[src/sbrsf_pkg.sv]
// Operation
// - Prescale field bits 6:4, clocked by bus clock, divides by one to eight.
// - Rate field bits 2:0 divides by two up to 256, giving bit clock.
// - Prescaler output steps the power-of-two divider; bus clock drives prescaler only.
// - Bit-rate register reads and writes are accepted at any time.
// - Status bits 6,3,2,1,0 read zero; status writes change nothing.
// - Receive-full flag, status bit 7, sets when a transfer completes.
// - Receive-full clears after status read with flag set, then data read.
// - Transmit-empty flag, bit 5, high while buffer has room; cleared by read-write.
// - Data write ignored unless status was read earlier with transmit-empty set.
// - Interrupt requested while transmit-empty and transmit interrupt enable are set.
// - Transmit-empty sets whenever a byte moves from buffer into shifter.
// - Idle unit moves written byte to shifter and sets flag within two cycles.
// - On shift completion a queued byte moves and flag sets; else nothing moves.
// - Mode-fault flag, bit 4, sets when master and slave-select input is low.
// - Mode fault detected only with master, fault enable set, select output off.
// - Mode-fault clears after status read as one, then control register one write.
// - Interrupt while receive-full or mode-fault set and receive/fault enable is one.
package sbrsf_pkg;

    localparam int unsigned ADDR_W = 3;
    localparam int unsigned DATA_W = 8;

    localparam logic [2:0] OFS_BIT_RATE = 3'h0;
    localparam logic [2:0] OFS_STATUS   = 3'h1;
    localparam logic [2:0] OFS_CTRL_ONE = 3'h2;
    localparam logic [2:0] OFS_CTRL_TWO = 3'h3;
    localparam logic [2:0] OFS_DATA     = 3'h4;
    localparam logic [2:0] OFS_EVT_STS  = 3'h5;
    localparam logic [2:0] OFS_EVT_MASK = 3'h6;

    localparam int unsigned PRE_LSB  = 4;
    localparam int unsigned RATE_LSB = 0;
    localparam logic [7:0]  BIT_RATE_MASK = 8'h77;

    localparam int unsigned STS_RX_FULL  = 7;
    localparam int unsigned STS_TX_EMPTY = 5;
    localparam int unsigned STS_M_FAULT  = 4;

    localparam int unsigned C1_RX_FAULT_IRQ_EN = 7;
    localparam int unsigned C1_TX_IRQ_EN       = 5;
    localparam int unsigned C1_MASTER_SELECT   = 4;
    localparam int unsigned C1_SELECT_OUT_EN   = 1;
    localparam int unsigned C2_FAULT_DETECT_EN = 4;
    localparam logic [7:0]  CTRL_TWO_MASK      = 8'h1b;

    localparam int unsigned EVT_XFER_DONE = 0;
    localparam int unsigned EVT_M_FAULT   = 1;
    localparam int unsigned EVT_TX_LOAD   = 2;
    localparam int unsigned EVT_W         = 3;

    localparam logic [7:0] RST_BIT_RATE = 8'h00;
    localparam logic [7:0] RST_CTRL_ONE = 8'h04;
    localparam logic [7:0] RST_CTRL_TWO = 8'h00;
    localparam logic [2:0] RST_EVT_MASK = 3'h0;

    typedef struct packed {
        logic       valid;
        logic [7:0] data;
    } sbrsf_byte_t;

endpackage

[src/sbrsf_core.sv]
// The address map and the address-and-strobe port were chosen for this implementation.
`timescale 1ns/1ns
module sbrsf_core (
    // Clock and reset.
    input  wire logic                 clk_in,
    input  wire logic                 arst_n_in,
    // Register port.
    input  wire logic [2:0]           addr_in,
    input  wire logic [7:0]           wdata_in,
    input  wire logic                 wr_in,
    input  wire logic                 rd_in,
    output logic      [7:0]           rdata_out,
    // Shifter side.
    input  wire sbrsf_pkg::sbrsf_byte_t rx_done_in,
    output sbrsf_pkg::sbrsf_byte_t    load_out,
    output logic      [7:0]           ctrl_one_out,
    output logic      [7:0]           ctrl_two_out,
    // Serial clock and pins.
    input  wire logic                 ss_n_in,
    output logic                      bit_clk_out,
    output logic                      bit_tick_out,
    // Interrupt.
    output logic                      irq_out
);

    typedef struct packed {
        logic [1:0]                  rst_pipe;
        logic [2:0]                  ss_pipe;
        logic                        ss_n;
        logic [7:0]                  bit_rate;
        logic [7:0]                  ctrl_one;
        logic [7:0]                  ctrl_two;
        logic [2:0]                  pre_cnt;
        logic [7:0]                  div_cnt;
        logic                        bit_clk;
        logic                        bit_tick;
        logic                        rx_full;
        logic                        tx_empty;
        logic                        m_fault;
        logic                        rx_arm;
        logic                        tx_arm;
        logic                        mf_arm;
        logic                        buf_full;
        logic [7:0]                  tx_buf;
        logic                        shift_busy;
        sbrsf_pkg::sbrsf_byte_t      load;
        logic [7:0]                  rx_buf;
        logic [sbrsf_pkg::EVT_W-1:0] evt_sts;
        logic [sbrsf_pkg::EVT_W-1:0] evt_mask;
        logic [7:0]                  rdata;
    } sbrsf_state_t;

    sbrsf_state_t st_ff;
    sbrsf_state_t nxt_st;

    function automatic logic hit(input logic [2:0] a, input logic [2:0] ofs);
        hit = (a == ofs);
    endfunction

    function automatic logic [7:0] status_word(input sbrsf_state_t s);
        status_word = 8'h00;
        status_word[sbrsf_pkg::STS_RX_FULL]  = s.rx_full;
        status_word[sbrsf_pkg::STS_TX_EMPTY] = s.tx_empty;
        status_word[sbrsf_pkg::STS_M_FAULT]  = s.m_fault;
    endfunction

    logic       wr_rate;
    logic       wr_ctrl_one;
    logic       wr_ctrl_two;
    logic       wr_data;
    logic       wr_evt_sts;
    logic       wr_evt_mask;
    logic       rd_status;
    logic       rd_data;
    logic [2:0] pre_sel;
    logic [2:0] rate_sel;
    logic       pre_tick;
    logic [7:0] div_inc;
    logic       fault_armed;
    logic       fault_set;
    logic       tx_accept;
    logic       do_load;
    logic       buf_after;
    logic [7:0] byte_after;
    logic [2:0] evt_set;
    logic [7:0] rd_word;

    logic       rx_clear;
    logic       mf_clear;
    logic       tx_req;
    logic       rx_fault_req;
    logic       evt_req;

    always_comb begin
        nxt_st = st_ff;
        wr_rate     = wr_in && hit(addr_in, sbrsf_pkg::OFS_BIT_RATE);
        wr_ctrl_one = wr_in && hit(addr_in, sbrsf_pkg::OFS_CTRL_ONE);
        wr_ctrl_two = wr_in && hit(addr_in, sbrsf_pkg::OFS_CTRL_TWO);
        wr_data     = wr_in && hit(addr_in, sbrsf_pkg::OFS_DATA);
        wr_evt_sts  = wr_in && hit(addr_in, sbrsf_pkg::OFS_EVT_STS);
        wr_evt_mask = wr_in && hit(addr_in, sbrsf_pkg::OFS_EVT_MASK);
        rd_status   = rd_in && hit(addr_in, sbrsf_pkg::OFS_STATUS);
        rd_data     = rd_in && hit(addr_in, sbrsf_pkg::OFS_DATA);

        // Reset release pipe: two stages before the logic leaves reset.
        nxt_st.rst_pipe = {st_ff.rst_pipe[0], 1'b1};

        // Slave-select input: three stages, change taken when last two agree.
        nxt_st.ss_pipe = {st_ff.ss_pipe[1:0], ss_n_in};
        if (st_ff.ss_pipe[2] == st_ff.ss_pipe[1]) begin
            nxt_st.ss_n = st_ff.ss_pipe[2];
        end

        if (wr_rate) begin
            nxt_st.bit_rate = wdata_in & sbrsf_pkg::BIT_RATE_MASK;
        end
        if (wr_ctrl_one) begin
            nxt_st.ctrl_one = wdata_in;
        end
        if (wr_ctrl_two) begin
            nxt_st.ctrl_two = wdata_in & sbrsf_pkg::CTRL_TWO_MASK;
        end
        if (wr_evt_mask) begin
            nxt_st.evt_mask = wdata_in[sbrsf_pkg::EVT_W-1:0];
        end

        pre_sel  = st_ff.bit_rate[sbrsf_pkg::PRE_LSB +: 3];
        rate_sel = st_ff.bit_rate[sbrsf_pkg::RATE_LSB +: 3];
        pre_tick = (st_ff.pre_cnt == pre_sel);
        if (pre_tick) begin
            nxt_st.pre_cnt = 3'h0;
        end else begin
            nxt_st.pre_cnt = st_ff.pre_cnt + 3'h1;
        end

        // Divider only steps on prescaler output.
        div_inc = st_ff.div_cnt + 8'h01;
        if (pre_tick) begin
            nxt_st.div_cnt = div_inc;
        end

        nxt_st.bit_clk  = st_ff.div_cnt[rate_sel];
        // Tick on each bit clock edge, twice per prescale-times-rate period.
        nxt_st.bit_tick = pre_tick && (st_ff.div_cnt[rate_sel] != div_inc[rate_sel]);

        if (wr_rate) begin
            nxt_st.pre_cnt = 3'h0;
            nxt_st.div_cnt = 8'h00;
        end

        fault_armed = st_ff.ctrl_one[sbrsf_pkg::C1_MASTER_SELECT]
                      && st_ff.ctrl_two[sbrsf_pkg::C2_FAULT_DETECT_EN]
                      && !st_ff.ctrl_one[sbrsf_pkg::C1_SELECT_OUT_EN];
        fault_set = fault_armed && !st_ff.ss_n;

        if (rd_status && st_ff.m_fault) begin
            nxt_st.mf_arm = 1'b1;
        end
        mf_clear = wr_ctrl_one && st_ff.mf_arm;
        if (mf_clear) begin
            nxt_st.m_fault = 1'b0;
            nxt_st.mf_arm  = 1'b0;
        end
        if (fault_set) begin
            nxt_st.m_fault = 1'b1;
        end

        // Status read then data read clears.
        if (rd_status && st_ff.rx_full) begin
            nxt_st.rx_arm = 1'b1;
        end
        rx_clear = rd_data && st_ff.rx_arm;
        if (rx_clear) begin
            nxt_st.rx_full = 1'b0;
            nxt_st.rx_arm  = 1'b0;
        end
        if (rx_done_in.valid) begin
            nxt_st.rx_full = 1'b1;
            // Overrun keeps the old byte unless it is read out in this same cycle.
            if (!st_ff.rx_full || rx_clear) begin
                nxt_st.rx_buf = rx_done_in.data;
            end
        end

        // Write needs prior status read with flag set.
        if (rd_status && st_ff.tx_empty) begin
            nxt_st.tx_arm = 1'b1;
        end
        tx_accept = wr_data && st_ff.tx_arm && !st_ff.buf_full;

        buf_after  = st_ff.buf_full;
        byte_after = st_ff.tx_buf;
        if (tx_accept) begin
            buf_after  = 1'b1;
            byte_after = wdata_in;
            nxt_st.tx_arm = 1'b0;
            nxt_st.tx_empty = 1'b0;
        end
        nxt_st.buf_full = buf_after;
        nxt_st.tx_buf   = byte_after;

        if (rx_done_in.valid) begin
            nxt_st.shift_busy = 1'b0;
        end

        // Idle shifter takes the byte next cycle.
        // Queued byte moves at shift end.
        do_load = st_ff.buf_full && (!st_ff.shift_busy || rx_done_in.valid);
        nxt_st.load.valid = do_load;
        nxt_st.load.data  = st_ff.tx_buf;
        if (do_load) begin
            nxt_st.shift_busy = 1'b1;
            nxt_st.buf_full   = tx_accept;
            nxt_st.tx_empty   = !tx_accept;
        end

        // Sticky events, cleared by writing one; a new event wins.
        evt_set = 3'h0;
        evt_set[sbrsf_pkg::EVT_XFER_DONE] = rx_done_in.valid;
        evt_set[sbrsf_pkg::EVT_M_FAULT]   = fault_set && !st_ff.m_fault;
        evt_set[sbrsf_pkg::EVT_TX_LOAD]   = do_load;
        if (wr_evt_sts) begin
            nxt_st.evt_sts = st_ff.evt_sts & ~wdata_in[sbrsf_pkg::EVT_W-1:0];
        end
        nxt_st.evt_sts = nxt_st.evt_sts | evt_set;

        // Status reads zero in unused bits; writes ignored.
        rd_word = 8'h00;
        if (rd_in) begin
            case (addr_in)
                sbrsf_pkg::OFS_BIT_RATE: begin
                    rd_word = st_ff.bit_rate;
                end
                sbrsf_pkg::OFS_STATUS: begin
                    rd_word = status_word(st_ff);
                end
                sbrsf_pkg::OFS_CTRL_ONE: begin
                    rd_word = st_ff.ctrl_one;
                end
                sbrsf_pkg::OFS_CTRL_TWO: begin
                    rd_word = st_ff.ctrl_two;
                end
                sbrsf_pkg::OFS_DATA: begin
                    rd_word = st_ff.rx_buf;
                end
                sbrsf_pkg::OFS_EVT_STS: begin
                    rd_word = {5'h00, st_ff.evt_sts};
                end
                sbrsf_pkg::OFS_EVT_MASK: begin
                    rd_word = {5'h00, st_ff.evt_mask};
                end
                default: begin
                    rd_word = 8'h00;
                end
            endcase
        end
        // Read data stand for one cycle only, then return to zero.
        nxt_st.rdata = rd_word;

        // Synchronous part of reset, held until the release has passed the pipe.
        if (!st_ff.rst_pipe[1]) begin
            nxt_st.ss_pipe    = 3'h7;
            nxt_st.ss_n       = 1'b1;
            nxt_st.bit_rate   = sbrsf_pkg::RST_BIT_RATE;
            nxt_st.ctrl_one   = sbrsf_pkg::RST_CTRL_ONE;
            nxt_st.ctrl_two   = sbrsf_pkg::RST_CTRL_TWO;
            nxt_st.pre_cnt    = 3'h0;
            nxt_st.div_cnt    = 8'h00;
            nxt_st.bit_clk    = 1'b0;
            nxt_st.bit_tick   = 1'b0;
            nxt_st.rx_full    = 1'b0;
            nxt_st.tx_empty   = 1'b1;
            nxt_st.m_fault    = 1'b0;
            nxt_st.rx_arm     = 1'b0;
            nxt_st.tx_arm     = 1'b0;
            nxt_st.mf_arm     = 1'b0;
            nxt_st.buf_full   = 1'b0;
            nxt_st.tx_buf     = 8'h00;
            nxt_st.shift_busy = 1'b0;
            nxt_st.load       = '0;
            nxt_st.rx_buf     = 8'h00;
            nxt_st.evt_sts    = 3'h0;
            nxt_st.evt_mask   = sbrsf_pkg::RST_EVT_MASK;
            nxt_st.rdata      = 8'h00;
        end
    end

    always_ff @(posedge clk_in or negedge arst_n_in) begin
        if (!arst_n_in) begin
            // Same values as the synchronous part, so release starts from a known state.
            st_ff.rst_pipe   <= 2'h0;
            st_ff.ss_pipe    <= 3'h7;
            st_ff.ss_n       <= 1'b1;
            st_ff.bit_rate   <= sbrsf_pkg::RST_BIT_RATE;
            st_ff.ctrl_one   <= sbrsf_pkg::RST_CTRL_ONE;
            st_ff.ctrl_two   <= sbrsf_pkg::RST_CTRL_TWO;
            st_ff.pre_cnt    <= 3'h0;
            st_ff.div_cnt    <= 8'h00;
            st_ff.bit_clk    <= 1'b0;
            st_ff.bit_tick   <= 1'b0;
            st_ff.rx_full    <= 1'b0;
            st_ff.tx_empty   <= 1'b1;
            st_ff.m_fault    <= 1'b0;
            st_ff.rx_arm     <= 1'b0;
            st_ff.tx_arm     <= 1'b0;
            st_ff.mf_arm     <= 1'b0;
            st_ff.buf_full   <= 1'b0;
            st_ff.tx_buf     <= 8'h00;
            st_ff.shift_busy <= 1'b0;
            st_ff.load       <= '0;
            st_ff.rx_buf     <= 8'h00;
            st_ff.evt_sts    <= 3'h0;
            st_ff.evt_mask   <= sbrsf_pkg::RST_EVT_MASK;
            st_ff.rdata      <= 8'h00;
        end else begin
            st_ff <= nxt_st;
        end
    end

    assign rdata_out    = st_ff.rdata;
    assign load_out     = st_ff.load;
    assign ctrl_one_out = st_ff.ctrl_one;
    assign ctrl_two_out = st_ff.ctrl_two;
    assign bit_clk_out  = st_ff.bit_clk;
    assign bit_tick_out = st_ff.bit_tick;

    assign tx_req       = st_ff.tx_empty && st_ff.ctrl_one[sbrsf_pkg::C1_TX_IRQ_EN];
    assign rx_fault_req = (st_ff.rx_full || st_ff.m_fault)
                          && st_ff.ctrl_one[sbrsf_pkg::C1_RX_FAULT_IRQ_EN];
    // Any unmasked sticky event also requests.
    assign evt_req      = |(st_ff.evt_sts & st_ff.evt_mask);
    assign irq_out      = tx_req || rx_fault_req || evt_req;

endmodule

[config.mk]
export PLATFORM = sky130hd
export DESIGN_NAME = sbrsf_core
export DESIGN_NICKNAME = d
export VERILOG_FILES = /design/src/sbrsf_pkg.sv /design/src/sbrsf_core.sv
export SDC_FILE = /design/constraint.sdc
export NUM_CORES = 1
export LEC_CHECK = 0
export ABC_AREA = 1
export ABC_CLOCK_PERIOD_IN_PS = 1400
export BUFFER_PORTS_ARGS = -buffer_cell sky130_fd_sc_hd__buf_2
export CAP_MARGIN = 20
export CORE_MARGIN = 2
export CORE_UTILIZATION = 45
export CTS_CLUSTER_SIZE = 10
export DETAILED_ROUTE_END_ITERATION = 10
export PLACE_DENSITY = 0.68
export SLEW_MARGIN = 20
export SYNTH_ARGS = -nofsm -noshare
export SYNTH_HDL_FRONTEND = slang
export SYNTH_SLANG_ARGS = --single-unit
[constraint.sdc]
create_clock -name clk_in -period 1.4 [get_ports clk_in]
set_input_delay 0.07 -clock clk_in [delete_from_list [all_inputs] [get_ports clk_in]]
set_output_delay 0.07 -clock clk_in [all_outputs]
set_load 0.02 [all_outputs]
==> results by group <==
Min path
  • Min-Delay Path Depth: 3
  • Hold Path Class: input port to register

Finish
  • Non-Filler Instances: 642
  • Fraction of layout cells with a size suffix above 1: 0.303
  • Utilization after layout: 0.564
  • NumNets Final: 556
  • Diode count: 0
  • Fillers: 766
  • P&R area growth vs syn: 20.5%

Place
  • Gp weighted congestion: between 0.9 and 1
  • Pre-CTS WS: -0.105 ns
  • Post-DP HPWL: 6840 um
  • Port bufs: 56
  • Placed Cells: 607

Setup path
  • Worst-path maximum fanout: 3
  • Critical path class: register to register
  • Setup crit end kind: register
  • Worst EP arrival: 1.75 ns
  • Crit path required time: 1.64 ns
  • Worst Reg-to-Reg Cells: 13
  • Critical Path Start Type: register

Floorplan
  • Die Y-Extent: 99.7 um
  • Effective utilization at floorplan: 0.468
  • Full die area: 9940 um2
  • Rows: 34
  • Core Region: 8810 um2
  • Top Ports: 61
  • Die X: 99.7 um

Timing
  • Fin crit period: ~1.5 ns
  • Hold_ws: 0.0126 ns
  • Final setup violation count: 2
  • Period utilization: 1.08
  • Worst Max-Slew Pin Slew: 0.679 ns
  • RSZ-0062 raised after global routing: yes
  • Pins Over Slew Limit: 0
  • Worst Clk Skew: 0.00756 ns
  • Worst Slack Setup Final: -0.111 ns
  • Slew HR: 0.544
  • Hold Violations, Final: 0
  • Maximum clock rate: 662 MHz

CTS
  • Worst skew pair latency: about 0.35 ns
  • Root Buffer: clkbuf_8
  • H-tree Lvls: 3
  • Clock Path Buffers: 2
  • Clock sinks: 84
  • CTS tree: built
  • CTS buffer count: 9
  • Worst-path clk slew: about 0.08 ns

Routing
  • Drt total wl: 9930 um
  • Iteration-0 DRC Markers: about 200
  • Vias/cell: 5.28
  • DR pass1 iterations: 6
  • DRC errors left: 0
  • Routed via count: 3387
  • Routed WL per cell: between 15 and 20 um
  • Routed Antenna Nets: 0

Synthesis
  • Library cells used by synthesis: 39
  • Synth Instances: approximately 470
  • Sequential-to-total area share from yosys stat: 0.512
  • Post-Syn Area: 4120 um2
  • Flops & latches, synth: 84
  • YS warnings: 0
  • Syn avg cell area: 8.86 um2

Job
  • Number of max-cap violations: 0

GRT
  • Overflow after GRT: 0
  • Initial antenna violation count: 0
  • First-pass GRT wire length: 16000 um
  • Largest net degree at the start of global routing: between 40 and 50
  • Vias in the first global route: ~3300
  • Total GRT Usage: 0.203

Power
  • Leak: 2.49 nW
  • Peak supply drop: slightly below 0.6 mV
  • P per Cell Area: around 1100 nW/um2

Status
  • Failing checks: setup timing
  • Status: finished, violations left
## worst max-delay path, stage by stage (launching register included)
cell and delay, ns:
dfrtp_1 0.43, ha_4 0.20, nand2_4 0.09, inv_2 0.04
nand2_1 0.07, nand3_1 0.08, nand2_1 0.07, inv_1 0.04
nand2_1 0.06, nand3_2 0.07, nand2_2 0.08, nand2_1 0.05
nand2_1 0.07, nor2_1 0.05
## cell usage in the layout (no fill, tap or decap), types with 4 or more instances in the layout
cell and count:
nand3_1 25, buf_4 20, dlygate4sd3_1 12, nand2_2 5, inv_2 11, buf_6 4
conb_1 5, o21ai_1 11, dfstp_2 6, o21ai_0 45, dfrtp_1 76, inv_1 63
clkbuf_8 9, buf_2 54, nor2_1 18, o21ai_2 7, a21oi_1 12, nand3_2 13
nand2_1 75, o22ai_1 12
## synth_stat cells (all sizes together)
master / n / share of area
a221oi: 1 / 0.0021
xnor2: 4 / 0.0085
conb: 2 / 0.0018
o21ai: 64 / 0.085
o211a: 1 / 0.0024
o22ai: 14 / 0.021
clkbuf: 2 / 0.0021
nand3: 38 / 0.056
a211oi: 2 / 0.0036
o21bai: 1 / 0.0018
dfrtp: 78 / 0.47
clkinv: 1 / 0.0039
dfstp: 6 / 0.038
xor2: 1 / 0.0021
buf: 41 / 0.077
inv: 74 / 0.067
nand2: 83 / 0.080
or2: 3 / 0.0046
ha: 2 / 0.0061
o221ai: 2 / 0.0043
nor2: 22 / 0.021
nand3b: 1 / 0.0018
a21oi: 13 / 0.016
nor3: 4 / 0.0076
o211ai: 3 / 0.0055
nand4: 2 / 0.0067
## final cells by class
| cell class | instances | area [um2] | area share |
|---|---|---|---|
| sequential | 84 | 2110 | 0.426 |
| timing repair buffer | 93 | 646 | 0.130 |
| clock buffer | 10 | 128 | 0.0257 |
| multi-input combinational | 266 | 1540 | 0.310 |
| clock inverter | 6 | 113 | 0.0227 |
| tap | 108 | 135 | 0.0272 |
| inverter | 75 | 294 | 0.0592 |
## what timing repair did
action | 4_1_cts | 5_1_grt
pin swaps | 8 | 16
setup buffers | 5 | 2
hold buffers | 12 | 0
endpoints found under the setup margin | 3 | 19
endpoints found under the hold margin | 95 | 0
gates resized for setup | 8 | 39
## final timing paths
kind | startpoint | to | slack (ns)
max | st_ff[49] | bit_tick_out | -0.11
min | wdata_in[3] | st_ff[35] | 0.01
max reg2reg | st_ff[49] | bit_tick_out | -0.11
min reg2reg | nxt_st[89] | st_ff[89] | 0.36
max in group asynchronous | arst_n_in | st_ff[45] | 0.66
min in group asynchronous | arst_n_in | bit_clk_out | 0.15
## power breakdown
group | switching [mW] | leakage, nW | internal [mW]
registers | 0.0696 | 1.12 | 2.52
clock network | 0.898 | 0.120 | 1.19
logic | 0.473 | 1.25 | 0.286
total | 1.44 | 2.49 | 3.99
## flip-flops by register name, summed over array words and instances (netlist names)
register and count:
load_out 9, ctrl_two_out 4, bit_tick_out 1, rate_sel 3, bit_clk_out 1, rdata_out 8
st_ff 46, ctrl_one_out 8, pre_sel 3, nxt_st 1
## per-layer routing
metal | track usage | wire [um] | up-vias
li1 | - | - | 1603
met1 | 0.281 | 4360 | 1630
met2 | 0.314 | 4730 | 130
met3 | 0.0337 | 534 | 24
met4 | 0.0938 | 297 | 0
met5 | 0 | 0 | -
## kinds of logic (layout without fill, tap and decap cells)
| group | Yosys count | after routing | synth area share |
|---|---|---|---|
| fa+ha+maj | 2 | 2 | 0.00607 |
| compound gates | 101 | 101 | 0.142 |
| flops | 84 | 84 | 0.512 |
| xor+xnor | 5 | 5 | 0.0106 |
| other cells | 2 | 5 | 0.00182 |
| simple gates | 153 | 153 | 0.178 |
| buf+inv | 118 | 184 | 0.150 |
## metrics by stage
| stage | instance area, um2 | power (mW) | setup TNS (ns) |
|---|---|---|---|
| final | 4960 | 5.43 | -0.144 |
| after global routing | 4960 | 5.65 | -0.389 |
| after CTS | 4810 | 5.38 | -0.126 |
| after detailed placement | 4400 | 3.27 | -0.105 |
| after global placement | 4400 | 3.26 | -0.0289 |
| after floorplan | 4130 | 3.02 | 0 |
Power figures use the tool's default switching activity.
